## config.mk

```make
export PLATFORM = sky130hd
export DESIGN_NAME = iocbt_top
export DESIGN_NICKNAME = d
export VERILOG_FILES = /design/src/iocbt_pkg.sv /design/src/iocbt_mem_if.sv /design/src/iocbt_block_ctl.sv /design/src/iocbt_top.sv
export SDC_FILE = /design/constraint.sdc
export NUM_CORES = 1
export LEC_CHECK = 0
export BUFFER_PORTS_ARGS = -buffer_cell sky130_fd_sc_hd__buf_2
export CORE_AREA = 5 5 224 226
export CTS_BUF_LIST = sky130_fd_sc_hd__clkbuf_8
export CTS_CLUSTER_DIAMETER = 120
export DETAILED_ROUTE_END_ITERATION = 7
export DIE_AREA = 0 0 229 231
export SLEW_MARGIN = 10
export SYNTH_ARGS = -nofsm -noshare
export SYNTH_HDL_FRONTEND = slang
export SYNTH_SLANG_ARGS = --single-unit
```

## constraint.sdc

```tcl
create_clock -name sys_clk -period 2.7 [get_ports sys_clk]
set_input_delay 0.135 -clock sys_clk [delete_from_list [all_inputs] [get_ports sys_clk]]
set_output_delay 0.135 -clock sys_clk [all_outputs]
set_load 0.02 [all_outputs]
```

## src/iocbt_pkg.sv

```systemverilog
// shared constants, types and register map for the i/o channel and block controller
package iocbt_pkg;
  // machine cycle 1.75 us at 50 MHz
  localparam int SYS_CLK_HZ = 50000000;
  localparam int MACHINE_CYCLE_NS = 1750;
  localparam int CYCLE_CLKS = (MACHINE_CYCLE_NS * (SYS_CLK_HZ / 1000000)) / 1000;
  localparam int WORD_W = 24;
  localparam int UNIT_ADDR_W = 6;
  localparam int LEN_W = 13;
  localparam int ADDR_W = 15;
  localparam logic [LEN_W-1:0] MAX_BLOCK_WORDS = 13'h1FFF;
  // length word: low 13 bits count, bit 23 stop code
  localparam int STOP_BIT = 23;
  // register byte offsets
  localparam logic [7:0] REG_CMD = 8'h00;
  localparam logic [7:0] REG_WDATA = 8'h04;
  localparam logic [7:0] REG_STATUS = 8'h08;
  localparam logic [7:0] REG_RDATA = 8'h0C;
  localparam logic [7:0] REG_BTC_CFG = 8'h10;
  localparam logic [7:0] REG_BTC_STAT = 8'h14;
  localparam logic [7:0] REG_BTC_CWA = 8'h18;
  localparam logic [7:0] REG_BTC_LEN = 8'h1C;
  // command register fields
  localparam int CMD_UNIT_LSB = 0;
  localparam int CMD_OP_LSB = 8;
  localparam int CMD_WAIT_BIT = 12;
  localparam int CMD_GO_BIT = 31;
  // reset values
  localparam logic [ADDR_W-1:0] CWA_LOC_RST = 15'h0020;
  localparam logic [ADDR_W-1:0] LEN_LOC_RST = 15'h0021;
  localparam logic [1:0] AXI_OKAY = 2'h0;
  localparam logic [1:0] AXI_SLVERR = 2'h2;
  typedef enum logic [2:0] {
    OP_MEM_OUT = 3'h0, OP_ACC_OUT = 3'h1, OP_MEM_IN = 3'h2,
    OP_ACC_IN = 3'h3, OP_CMD = 3'h4, OP_TEST = 3'h5
  } iocbt_op_t;
  // output direction bit of the unit code
  function automatic logic iocbt_is_output(input logic [2:0] op);
    return (op == OP_MEM_OUT) || (op == OP_ACC_OUT) || (op == OP_CMD) || (op == OP_TEST);
  endfunction : iocbt_is_output
endpackage : iocbt_pkg

```

## src/iocbt_mem_if.sv

```systemverilog
// memory cycle request channel between the block controller and the top
`timescale 1ns/1ns
`default_nettype none
interface iocbt_mem_if;
  logic req;
  logic grant;
  logic [14:0] addr;
  logic write;
  logic [23:0] rdata;
  modport ctl (output req, output addr, output write, input grant, input rdata);
  modport arb (input req, input addr, input write, output grant, output rdata);
endinterface : iocbt_mem_if
`default_nettype wire

```

## src/iocbt_block_ctl.sv

```systemverilog
// block transfer controller: counters, init sequence, per-word handshake
`timescale 1ns/1ns
`default_nettype none
module iocbt_block_ctl #(
  parameter int LEN_W = 13
) (
  // clock and reset
  input wire logic sys_clk,
  input wire logic sys_rst,
  // machine cycle pulse
  input wire logic cycEn,
  // unit side
  input wire logic xferStart,
  input wire logic unitReady,
  output logic unitConnect,
  // dedicated locations
  input wire logic [14:0] cwaLoc,
  input wire logic [14:0] lenLoc,
  input wire logic toMemory,
  // memory request
  iocbt_mem_if.ctl mem,
  // state
  output logic [14:0] currentWordAddress,
  output logic [LEN_W-1:0] blockLengthCount,
  output logic terminateLatch,
  output logic blockDone,
  output logic active
);
  typedef enum logic [4:0] {
    S_IDLE = 5'b00001, S_LDA = 5'b00010, S_LDL = 5'b00100, S_WAIT = 5'b01000, S_XFER = 5'b10000
  } iocbt_bs_t;
  iocbt_bs_t state;
  logic reinit;
  // sequencer; grant only ends a stolen cycle, so a transfer in progress is never cut
  always_ff @(posedge sys_clk) begin
    if (sys_rst) begin
      state <= S_IDLE;
      currentWordAddress <= '0;
      blockLengthCount <= '0;
      terminateLatch <= 1'b0;
      unitConnect <= 1'b0;
      blockDone <= 1'b0;
      reinit <= 1'b0;
    end else begin
      blockDone <= 1'b0;
      unitConnect <= 1'b0; // a pulse: high only in the clock after the grant
      unique case (state)
        S_IDLE: if (xferStart) state <= S_LDA;
        S_LDA: if (mem.grant) begin
          currentWordAddress <= mem.rdata[14:0];
          state <= S_LDL;
        end
        S_LDL: if (mem.grant) begin
          blockLengthCount <= mem.rdata[LEN_W-1:0];
          terminateLatch <= mem.rdata[iocbt_pkg::STOP_BIT];
          blockDone <= reinit;
          reinit <= 1'b0;
          state <= S_WAIT;
        end
        S_WAIT: if (xferStart) state <= S_LDA;
          else if (unitReady && !unitConnect && blockLengthCount != '0) begin // ready under the connect pulse is spent
            state <= S_XFER;
          end
        S_XFER: begin
          unitConnect <= mem.grant;
          if (mem.grant) begin
            currentWordAddress <= currentWordAddress + 15'h0001;
            blockLengthCount <= blockLengthCount - 1'b1;
            if (blockLengthCount == {{(LEN_W-1){1'b0}}, 1'b1}) begin
              if (terminateLatch) begin
                blockDone <= 1'b1;
                state <= S_IDLE;
              end else begin
                reinit <= 1'b1;
                state <= S_LDA;
              end
            end else state <= S_WAIT;
          end
        end
      endcase
    end
  end
  // address mux onto the stolen memory cycle, one word per cycle
  always_comb begin
    mem.req = (state == S_LDA) || (state == S_LDL) || (state == S_XFER);
    mem.write = (state == S_XFER) && toMemory;
    unique case (state)
      S_LDA: mem.addr = cwaLoc;
      S_LDL: mem.addr = lenLoc;
      default: mem.addr = currentWordAddress;
    endcase
  end
  assign active = (state != S_IDLE);
endmodule : iocbt_block_ctl
`default_nettype wire

```

## src/iocbt_top.sv

```systemverilog
// i/o channel sequencer with block transfer controller and axi4-lite registers
//
// Register access over AXI4-Lite and the register addresses were chosen for this implementation.
`timescale 1ns/1ns
`default_nettype none
module iocbt_top #(
  parameter int CYCLE_CLKS = iocbt_pkg::CYCLE_CLKS
) (
  // clock and reset
  input wire logic sys_clk,
  input wire logic sys_rst,
  // axi4-lite slave
  input wire logic [7:0] s_axi_awaddr,
  input wire logic s_axi_awvalid,
  output logic s_axi_awready,
  input wire logic [31:0] s_axi_wdata,
  input wire logic [3:0] s_axi_wstrb,
  input wire logic s_axi_wvalid,
  output logic s_axi_wready,
  output logic [1:0] s_axi_bresp,
  output logic s_axi_bvalid,
  input wire logic s_axi_bready,
  input wire logic [7:0] s_axi_araddr,
  input wire logic s_axi_arvalid,
  output logic s_axi_arready,
  output logic [31:0] s_axi_rdata,
  output logic [1:0] s_axi_rresp,
  output logic s_axi_rvalid,
  input wire logic s_axi_rready,
  // i/o cable to units
  output logic [6:0] unitCode,
  output logic dataSyncLine,
  output logic commandSyncLine,
  output logic testSyncLine,
  output logic [23:0] ioDataOut,
  input wire logic [23:0] ioDataIn,
  input wire logic syncReturn,
  input wire logic testReturn,
  // block controller unit lines
  input wire logic transferStart,
  input wire logic unitReadyLine,
  output logic unitConnectLine,
  output logic blockInterrupt,
  // memory port, controller has priority
  input wire logic cpuMemReq,
  output logic cpuMemGrant,
  output logic memReq,
  output logic [14:0] memAddr,
  output logic memWrite,
  output logic [23:0] memWdata,
  input wire logic [23:0] memRdata
);
  typedef enum logic [5:0] {
    C_IDLE = 6'b000001, C_CODE = 6'b000010, C_SEL = 6'b000100,
    C_READY = 6'b001000, C_XFER = 6'b010000, C_DONE = 6'b100000
  } iocbt_ch_t;
  iocbt_ch_t chState;
  // machine cycle divider, every wait is a whole number of these
  logic [$clog2(CYCLE_CLKS)-1:0] divCnt;
  logic cycEn;
  always_ff @(posedge sys_clk) begin
    if (sys_rst || cycEn) divCnt <= '0;
    else divCnt <= divCnt + 1'b1;
  end
  assign cycEn = (divCnt == ($clog2(CYCLE_CLKS))'(CYCLE_CLKS - 1));

  // software registers
  logic [31:0] cmd_reg;
  logic [23:0] wdata_reg, rdata_reg, acc_reg;
  logic [14:0] cwaLoc_reg, lenLoc_reg;
  logic toMem_reg;
  logic goPending, chBusy, skipFlag, statusFlag, blkIrq_reg, irqEn_reg;
  logic [2:0] curOp;
  logic waitFlag;
  assign curOp = cmd_reg[iocbt_pkg::CMD_OP_LSB +: 3];
  assign waitFlag = cmd_reg[iocbt_pkg::CMD_WAIT_BIT] && (curOp != iocbt_pkg::OP_TEST);

  // block controller and memory priority
  iocbt_mem_if mbus();
  logic [14:0] current_word_address;
  logic [12:0] blen;
  logic termLatch, blkDone, blkActive;
  iocbt_block_ctl #(.LEN_W(13)) u_blk (
    .sys_clk(sys_clk), .sys_rst(sys_rst), .cycEn(cycEn),
    .xferStart(transferStart), .unitReady(unitReadyLine), .unitConnect(unitConnectLine),
    .cwaLoc(cwaLoc_reg), .lenLoc(lenLoc_reg), .toMemory(toMem_reg), .mem(mbus.ctl),
    .currentWordAddress(current_word_address), .blockLengthCount(blen), .terminateLatch(termLatch),
    .blockDone(blkDone), .active(blkActive)
  );
  // one memory cycle per machine cycle; controller wins, cpu grant waits
  logic cycleOwned;
  always_ff @(posedge sys_clk) begin
    if (sys_rst) begin
      cycleOwned <= 1'b0;
      cpuMemGrant <= 1'b0;
      memReq <= 1'b0;
      memAddr <= '0;
      memWrite <= 1'b0;
      memWdata <= '0;
    end else begin
      cpuMemGrant <= cycEn && cpuMemReq && !mbus.req;
      memReq <= cycEn && (mbus.req || cpuMemReq);
      if (cycEn && mbus.req) begin
        memAddr <= mbus.addr;
        memWrite <= mbus.write;
        memWdata <= ioDataIn;
      end
      cycleOwned <= cycEn && mbus.req;
    end
  end
  assign mbus.grant = cycleOwned;
  assign mbus.rdata = memRdata;

  // channel sequencer, stepping once per machine cycle
  always_ff @(posedge sys_clk) begin
    if (sys_rst) begin
      chState <= C_IDLE;
      unitCode <= '0;
      dataSyncLine <= 1'b0;
      commandSyncLine <= 1'b0;
      testSyncLine <= 1'b0;
      ioDataOut <= '0;
      rdata_reg <= '0;
      acc_reg <= '0;
      chBusy <= 1'b0;
      skipFlag <= 1'b0;
      statusFlag <= 1'b0;
    end else begin
      if (goPending && chState == C_IDLE) chBusy <= 1'b1;
      if (cycEn) begin
        unique case (chState)
          C_IDLE: if (chBusy) begin
            unitCode <= {iocbt_pkg::iocbt_is_output(curOp), cmd_reg[5:0]};
            skipFlag <= 1'b0;
            chState <= C_CODE;
          end
          C_CODE: begin
            dataSyncLine <= (curOp <= iocbt_pkg::OP_ACC_IN);
            commandSyncLine <= (curOp == iocbt_pkg::OP_CMD);
            testSyncLine <= (curOp == iocbt_pkg::OP_TEST);
            chState <= C_SEL;
          end
          C_SEL: if (syncReturn) begin
            if (curOp == iocbt_pkg::OP_TEST) begin
              ioDataOut <= wdata_reg;
              statusFlag <= testReturn;
              chState <= C_DONE;
            end else chState <= C_READY;
          end
          C_READY: if (testReturn) begin
            if (iocbt_pkg::iocbt_is_output(curOp)) ioDataOut <= curOp == iocbt_pkg::OP_ACC_OUT ? acc_reg : wdata_reg;
            skipFlag <= !waitFlag;
            chState <= C_XFER;
          end else if (!waitFlag) chState <= C_DONE;
          C_XFER: begin
            if (curOp == iocbt_pkg::OP_ACC_IN) acc_reg <= ioDataIn;
            if (curOp == iocbt_pkg::OP_MEM_IN) rdata_reg <= ioDataIn;
            chState <= C_DONE;
          end
          C_DONE: begin
            dataSyncLine <= 1'b0;
            commandSyncLine <= 1'b0;
            testSyncLine <= 1'b0;
            if (!syncReturn) begin
              chBusy <= 1'b0;
              chState <= C_IDLE;
            end
          end
        endcase
      end
    end
  end

  // axi4-lite write path: address and data taken in either order
  logic awHeld, wHeld;
  logic [7:0] awAddr;
  logic [31:0] wData;
  logic doWrite;
  assign doWrite = awHeld && wHeld && !s_axi_bvalid;
  always_ff @(posedge sys_clk) begin
    if (sys_rst) begin
      awHeld <= 1'b0;
      wHeld <= 1'b0;
      awAddr <= '0;
      wData <= '0;
      s_axi_awready <= 1'b0;
      s_axi_wready <= 1'b0;
      s_axi_bvalid <= 1'b0;
      s_axi_bresp <= iocbt_pkg::AXI_OKAY;
    end else begin
      s_axi_awready <= !awHeld && !s_axi_awready && s_axi_awvalid;
      s_axi_wready <= !wHeld && !s_axi_wready && s_axi_wvalid;
      if (s_axi_awvalid && s_axi_awready) begin
        awHeld <= 1'b1;
        awAddr <= s_axi_awaddr;
      end
      if (s_axi_wvalid && s_axi_wready) begin
        wHeld <= 1'b1;
        wData <= s_axi_wdata;
      end
      if (doWrite) begin
        awHeld <= 1'b0;
        wHeld <= 1'b0;
        s_axi_bvalid <= 1'b1;
        s_axi_bresp <= (awAddr[1:0] == 2'h0 && awAddr <= iocbt_pkg::REG_BTC_CFG) ?
          iocbt_pkg::AXI_OKAY : iocbt_pkg::AXI_SLVERR;
      end else if (s_axi_bready) s_axi_bvalid <= 1'b0;
    end
  end
  // writable registers; command accepted only while the channel is free
  always_ff @(posedge sys_clk) begin
    if (sys_rst) begin
      cmd_reg <= '0;
      wdata_reg <= '0;
      goPending <= 1'b0;
      cwaLoc_reg <= iocbt_pkg::CWA_LOC_RST;
      lenLoc_reg <= iocbt_pkg::LEN_LOC_RST;
      toMem_reg <= 1'b0;
      irqEn_reg <= 1'b0;
    end else begin
      if (goPending && chState == C_IDLE) goPending <= 1'b0;
      if (doWrite && wData[iocbt_pkg::CMD_GO_BIT] && awAddr == iocbt_pkg::REG_CMD && !chBusy) begin
        cmd_reg <= wData;
        goPending <= 1'b1;
      end
      if (doWrite && awAddr == iocbt_pkg::REG_WDATA) wdata_reg <= wData[23:0];
      if (doWrite && awAddr == iocbt_pkg::REG_BTC_CFG) begin
        cwaLoc_reg <= wData[14:0];
        lenLoc_reg <= wData[30:16];
        toMem_reg <= wData[15];
        irqEn_reg <= wData[31];
      end
    end
  end
  // block-done flag: hardware set wins over software clear on status read
  always_ff @(posedge sys_clk) begin
    if (sys_rst) blkIrq_reg <= 1'b0;
    else if (blkDone) blkIrq_reg <= 1'b1;
    else if (s_axi_arvalid && s_axi_arready && s_axi_araddr == iocbt_pkg::REG_BTC_STAT) blkIrq_reg <= 1'b0;
  end
  always_ff @(posedge sys_clk) begin
    if (sys_rst) blockInterrupt <= 1'b0;
    else blockInterrupt <= blkIrq_reg && irqEn_reg;
  end
  // axi4-lite read path, one cycle after acceptance
  always_ff @(posedge sys_clk) begin
    if (sys_rst) begin
      s_axi_arready <= 1'b0;
      s_axi_rvalid <= 1'b0;
      s_axi_rdata <= '0;
      s_axi_rresp <= iocbt_pkg::AXI_OKAY;
    end else begin
      s_axi_arready <= s_axi_arvalid && !s_axi_arready && !s_axi_rvalid;
      if (s_axi_arvalid && s_axi_arready) begin
        s_axi_rvalid <= 1'b1;
        s_axi_rresp <= iocbt_pkg::AXI_OKAY;
        unique case (s_axi_araddr)
          iocbt_pkg::REG_CMD: s_axi_rdata <= cmd_reg;
          iocbt_pkg::REG_WDATA: s_axi_rdata <= {8'h00, wdata_reg};
          iocbt_pkg::REG_STATUS: s_axi_rdata <= {28'h0000000, statusFlag, skipFlag, goPending, chBusy};
          iocbt_pkg::REG_RDATA: s_axi_rdata <= {8'h00, curOp == iocbt_pkg::OP_ACC_IN ? acc_reg : rdata_reg};
          iocbt_pkg::REG_BTC_CFG: s_axi_rdata <= {irqEn_reg, lenLoc_reg, toMem_reg, cwaLoc_reg};
          iocbt_pkg::REG_BTC_STAT: s_axi_rdata <= {29'h00000000, blkIrq_reg, termLatch, blkActive};
          iocbt_pkg::REG_BTC_CWA: s_axi_rdata <= {17'h00000, current_word_address};
          iocbt_pkg::REG_BTC_LEN: s_axi_rdata <= {19'h00000, blen};
          default: begin
            s_axi_rdata <= '0;
            s_axi_rresp <= iocbt_pkg::AXI_SLVERR;
          end
        endcase
      end else if (s_axi_rready) s_axi_rvalid <= 1'b0;
    end
  end
endmodule : iocbt_top
`default_nettype wire

```

# --- Yosys cells after proc, flatten, opt, wreduce, memory -nomap -nowiden ---
# Index checks and enable logic that the tools add are counted.
word_totals:
  elab_cells: 232
  input_bits: 112
  reg_bits: 352
  out_inout_bits: 119
classes:
  order_cmp: 2
  addsub: 3
  n_eq_ne: 43
  n_bitwise: 1
  mux: 61
  n_reduce_logical: 76
ops:
  columns: ["operator", "count"]
  rows:
  - ["case mux 32 bit (8 select lines)", 1]
  - ["2-to-1 mux 24 bit", 6]
  - ["case mux 15 bit (2 select lines)", 2]
  - ["case mux 24 bit (2 select lines)", 1]
  - ["== test 8 x 5 -> 1 bit, second input constant", 5]
  - ["2-to-1 mux 6 bit", 6]
  - ["case mux 6 bit (6 select lines)", 1]
  - ["2-to-1 mux 15 bit", 2]
  - ["2-to-1 mux 5 bit", 6]
  - ["logical AND 1 bit", 28]
  - ["2-to-1 mux 13 bit", 2]
  - ["case mux 13 bit (2 select lines)", 1]
  - ["case mux 5 bit (5 select lines)", 1]
  - ["2-to-1 mux 1 bit", 22]
  - ["inequality test 2 bit, second input constant", 11]
  - ["nonzero test 2 bit", 9]
  - ["== test 8 x 3 -> 1 bit, second input constant", 2]
  - ["== test 8 x 4 -> 1 bit, second input constant", 2]
  - ["logical NOT 8 bit", 2]
  - ["adder 15 x 1 -> 15 bit, second input constant", 1]
  - ["AND reduction 3 bit", 5]
  - ["AND reduction 5 bit", 3]
  - ["== test 13 x 1 -> 1 bit, second input constant", 1]
  - ["nonzero test 13 bit", 1]
  - ["36 further kinds", 65]

# --- Depth between registers and ports, before layout ---
logic_depth:
  ltp_word: 7
  ltp_mapped: 9
  depth_no_buf: 7

# --- Hierarchy ---
# Synthesis repeated with hierarchy kept, for this count alone.
unflattened:
  cells_unflattened: 1814
  area_unflattened_um2: 15564.9
modules_own_cells:
  columns: ["module", "area_per_inst_um2", "instances", "cells_each", "seq_area_each_um2"]
  rows:
  - ["iocbt_top", 12921.1, 1, 1466, 6266.0]
  - ["iocbt_block_ctl", 2643.8, 1, 348, 740.7]

# --- Worst setup path after synthesis ---
# No wires, ideal clock.
synth_path:
  path_type: "register -> register"
  startpoint: "register s_axi_bvalid"
  endpoint: "register cmd_reg[9]"
  n_path_buf: 2
  period_less_slack_ns: 2.088
  required_ns: 2.568
  path_stages_with_launch: 8
  setup_slack_ns: 0.612
  setup_ns: 0.132
  t_arrival_ns: 1.956
  path_cell_list: "dfxtp_1 -> nand3b_1 -> or4_4 -> or4_1 -> clkbuf_1 -> buf_2 -> nand2_1 -> a21oi_1"
synth_via:
  elab_chain_cells: 5
synth_rtl:
  columns: ["element", "line_no", "text"]
  rows:
  - ["start: declaration", "iocbt_top.sv:21", "output logic s_axi_bvalid,"]
  - ["start signal: assignment", "iocbt_top.sv:188", "s_axi_bvalid <= 1'b0;"]
  - ["start signal: assignment", "iocbt_top.sv:204", "s_axi_bvalid <= 1'b1;"]
  - ["start signal: assignment", "iocbt_top.sv:207", "end else if (s_axi_bready) s_axi_bvalid <= 1'b0;"]
  - ["logical NOT 1 bit", "iocbt_top.sv:179", "assign doWrite = awHeld && wHeld && !s_axi_bvalid;"]
  - ["logical AND 1 bit", "iocbt_top.sv:179", null]
  - ["logical AND 1 bit (3 in series)", "iocbt_top.sv:222", "if (doWrite && wData[iocbt_pkg::CMD_GO_BIT] && awAddr == iocbt_pkg::REG_CMD && !chBusy) begin"]
  - ["end signal: assignment", "iocbt_top.sv:223", "cmd_reg <= wData;"]
  - ["end: declaration", "iocbt_top.sv:68", "logic [31:0] cmd_reg;"]
# Every way passes these cells.
# A chain may end at the register's enable or synchronous reset.

# --- Final worst setup path ---
layout_path:
  startpoint: "register divCnt[2]"
  endpoint: "register rdata_reg[19]"
layout_via:
  elab_chain_cells: 2
layout_rtl:
  columns: ["element", "line_no", "text"]
  rows:
  - ["start: declaration", "iocbt_top.sv:59", "logic [$clog2(CYCLE_CLKS)-1:0] divCnt;"]
  - ["start signal: assignment", "iocbt_top.sv:63", "else divCnt <= divCnt + 1'b1;"]
  - ["== test 7 bit", "iocbt_top.sv:65", "assign cycEn = (divCnt == ($clog2(CYCLE_CLKS))'(CYCLE_CLKS - 1));"]
  - ["AND reduction 3 bit (no line)", null, null]
  - ["end signal: assignment", "iocbt_top.sv:157", "if (curOp == iocbt_pkg::OP_MEM_IN) rdata_reg <= ioDataIn;"]
  - ["end: declaration", "iocbt_top.sv:69", "logic [23:0] wdata_reg, rdata_reg, acc_reg;"]
# Every way passes these cells.

==> results.tsv <==
stage	metric	value	unit
final_layout	layout.nets	2261	
floorplan	start_util	31.6	%
synthesis	ys_ff_latch	350	
clock_network	clk_path_buf_depth	3	
final_layout	syn2layout_area_growth	27.7	%
global_route	antenna_found_initial	2	
synthesis	synth_edf_count	0	
worst_setup_path	path_buf_inv	1	
final_layout	multi_input_area	7580	um^2
placed_design	place.detailed.hpwl	38800	um
worst_setup_path	reg2reg_to	rdata_reg[19]	
worst_setup_path	cp.arrival	2.87	ns
synthesis	synthSimpleGateAreaFrac	21.6	%
synthesis	yosysSeqAreaShare	46.1	%
final_layout	final_cells	2803	
synthesis	yosys_warnings	0	
routing	wl_per_cell	19.5	um
power	seqPwrFrac	48.0	%
synthesis	ys.flop_type	dfxtp_1	
placed_design	dp_cells	2578	
timing	fin_crit	2.35	ns
power	p_leak	0.00771	uW
timing	finalHoldViolCount	0	
worst_hold_path	whs_path_depth	4	
synthesis	ys_types	74	
status	outcome	completed	
floorplan	ios	231	
synthesis	avgSynthCellArea	8.29	um^2
clock_network	clk-insertion-delay-late	0.68	ns
clock_network	clk_pin_slew_worst_paths	0.06	ns
clock_network	tritoncts	done	
power	p_sw_share	24.1	%
worst_hold_path	hp-class	in -> reg	
power	ir_drop	0.000353	V
run	cap_violations	0	
placed_design	io_buffers	216	
power	p_total	10900	uW
synthesis	synth-compound-area-share	17.5	%
worst_setup_path	crit_fanout	24	
timing	clock.fmax	426	MHz
routing	antenna_left	0	
power	p_sw	2630	uW
power	p_comb_share	5.8	%
floorplan	die_area	52900	um^2
clock_network	cts_buffers	61	
synthesis	synth_fa_ha_area_share	0.494	%
worst_setup_path	crit_chain	and4bb_2, nand3_1, or4_1, buf_4, mux2i_1, nor2_1	
clock_network	clock_sink_count	350	
timing	setup_viol	0	
timing	rsz0062_at_grt	false	
final_layout	n_fill_cell	4814	
timing	period_share	87.0	%
floorplan	dieWidth	229	um
worst_setup_path	criticalPathCategory	reg -> reg	
synthesis	synth_most_common_cell	nand2_1	
clock_network	ctsResizeCount	0	
synthesis	synth_common_cells	393 x nand2_1, 350 x dfxtp_1, 200 x a21oi_1, 159 x nor2_1, 126 x mux2i_1	
final_layout	register_area	7010	um^2
routing	drc	0	
synthesis	async_flop_share	0	%
synthesis	synthTopCellsByArea	dfxtp_1 46%, nand2_1 9.7%, mux2i_1 8.3%, a21oi_1 6.6%, nor2_1 3.9%	
clock_network	post_cts_buffers	0	
global_route	grt_pass1_vias	14200	
synthesis	yosysTopAreaCellShare	46.1	%
timing	relSlewSlack	52.4	%
worst_hold_path	min_to	u_blk.currentWordAddress[11]	
timing	maxSlewViolCount	0	
routing	drt-total-wl	54700	um
worst_setup_path	critical_path.max_stage_delay	0.59	ns
timing	tns	0	ns
synthesis	yosys-mux-area-fraction	9.33	%
synthesis	synth_top_family_by_area	simple AND/OR/NAND/NOR gates	
worst_hold_path	worstHoldStart	memRdata[11]	
routing	drt-pass1-iter-count	5	
final_layout	drive_gt1_share	17.6	%
worst_setup_path	required	3.22	ns
timing	clock_skew	0.0351	ns
final_layout	finish.utilization	40.3	%
worst_setup_path	slowest_stage	or4_1	
floorplan	rows	81	
clock_network	htreeDepth	2	
power	clkPwrFrac	46.2	%
timing	tightest_slew	0.711	ns
routing	vias	14700	
worst_setup_path	rrSetupSlack	0.35	ns
floorplan	die_h	231	um
global_route	grt_pass1_wl	83600	um
placed_design	gp_congestion	0.905	
routing	drt_iter0_drc	1393	
synthesis	yosys.area.top_type	dfxtp_1	
power	p_int	8300	uW
worst_setup_path	start_kind	flop	
routing	viasPerCell	5.25	
synthesis	synth_cells	1835	
global_route	gr-usage-all-layers	19.9	%
worst_setup_path	worstRegToRegCells	6	
timing	layout_setup_ws	0.350	ns
worst_setup_path	end_kind	flop	
worst_setup_path	cp_top_family	simple AND/OR/NAND/NOR gates	
synthesis	synthXorXnorAreaFrac	0.518	%
clock_network	cts_root_buf	clkbuf_8	
worst_setup_path	rr_startpoint	divCnt[2]	
placed_design	pre_cts_ws	0.409	ns
global_route	grt_start_max_net_pins	108	
power	power_density	563	nW/um^2
floorplan	core-area	48100	um^2
global_route	grt-ovfl-total	0	
synthesis	syn_area	15200	um^2
-- area by class of cell --
cell class | instances | share of cell area (%)
multi-input cells | 1325 | 39.0
flip-flops and latches | 350 | 36.1
repair buffers | 386 | 14.0
clock buffers | 78 | 5.53
well taps | 622 | 4.01
clock inverters | 22 | 0.934
inverters | 19 | 0.367
diodes | 1 | 0.0129
-- repair_timing --
item | in CTS | in global routing
hold buffers | 124 | 0
setup endpoints to repair | 0 | 0
hold endpoints to repair | 197 | 0
-- power by group through the flow --
| stage | Clock, uW | Sequential, uW | Combinational (uW) |
|---|---|---|---|
| 3_5_place_dp | 0 | 5360 | 494 |
| 4_1_cts | 5190 | 5250 | 623 |
| 6_report | 5060 | 5250 | 629 |
| 2_1_floorplan | 0 | 5340 | 282 |
| 3_3_place_gp | 0 | 5360 | 486 |
| 5_1_grt | 5440 | 5250 | 679 |
-- worst register-to-register path: stages (launching register included) --
cell	delay (ns)
dfxtp_1	0.40
and4bb_2	0.26
nand3_1	0.36
or4_1	0.59
buf_4	0.28
mux2i_1	0.25
nor2_1	0.06
-- stage by stage --
step	hold slack [ns]	area, um^2
5_1_grt	0.0550	19400
3_5_place_dp	0.385	16900
4_1_cts	0.00869	19400
3_3_place_gp	0.385	16900
6_report	0.0463	19400
2_1_floorplan	0.271	15200
-- worst max-delay path by stage --
stage | slack [ns] | cells past startpoint | to | startpoint
5_1_grt | 0.19 | 6 | rdata_reg[20] | divCnt[2]
4_1_cts | 0.34 | 6 | rdata_reg[19] | divCnt[2]
3_5_place_dp | 0.41 | 6 | memWdata[13] | u_blk.state[4]
3_3_place_gp | 0.48 | 6 | memWdata[19] | u_blk.state[4]
2_1_floorplan | 0.61 | 7 | cmd_reg[9] | s_axi_bvalid
6_report | 0.35 | 6 | rdata_reg[19] | divCnt[2]
-- layer usage --
layer	part of all wire, %	wire length (um)	up-vias	global-route usage (%)
met5	0.024	13	-	0
met4	3.4	1880	2	7.27
met3	7.4	4030	122	4.71
met2	46	25200	508	32.2
li1	-	-	7067	-
met1	43	23600	7029	25.9
-- logic make-up after synthesis --
group | after synthesis
AOI/OAI and AO/OA | 429
DFF | 350
muxes | 138
and+or+nand+nor | 741
xor gates and xnor gates | 9
adders and majority gates | 6
buffers and inverters | 161
other | 1
-- cell usage in the layout (no fill, tap or decap), types with 8 or more instances in the layout --
cell	count
or3_1	13
buf_2	215
buf_4	42
o21ai_0	69
nor2_1	159
o211ai_1	10
a21oi_1	200
dlygate4sd3_1	124
and2_1	10
nand2_1	393
mux2_2	10
a311oi_1	18
a22oi_1	27
a211oi_1	30
a221oi_1	12
or4_1	9
a32o_1	13
mux2i_1	126
nor4_1	11
inv_1	31
nand4_1	12
nor3_1	31
dfxtp_1	350
nand3_1	36
nand3b_1	8
and3_1	17
clkbuf_8	78
Note: power is estimated with default switching activity, not from simulation.
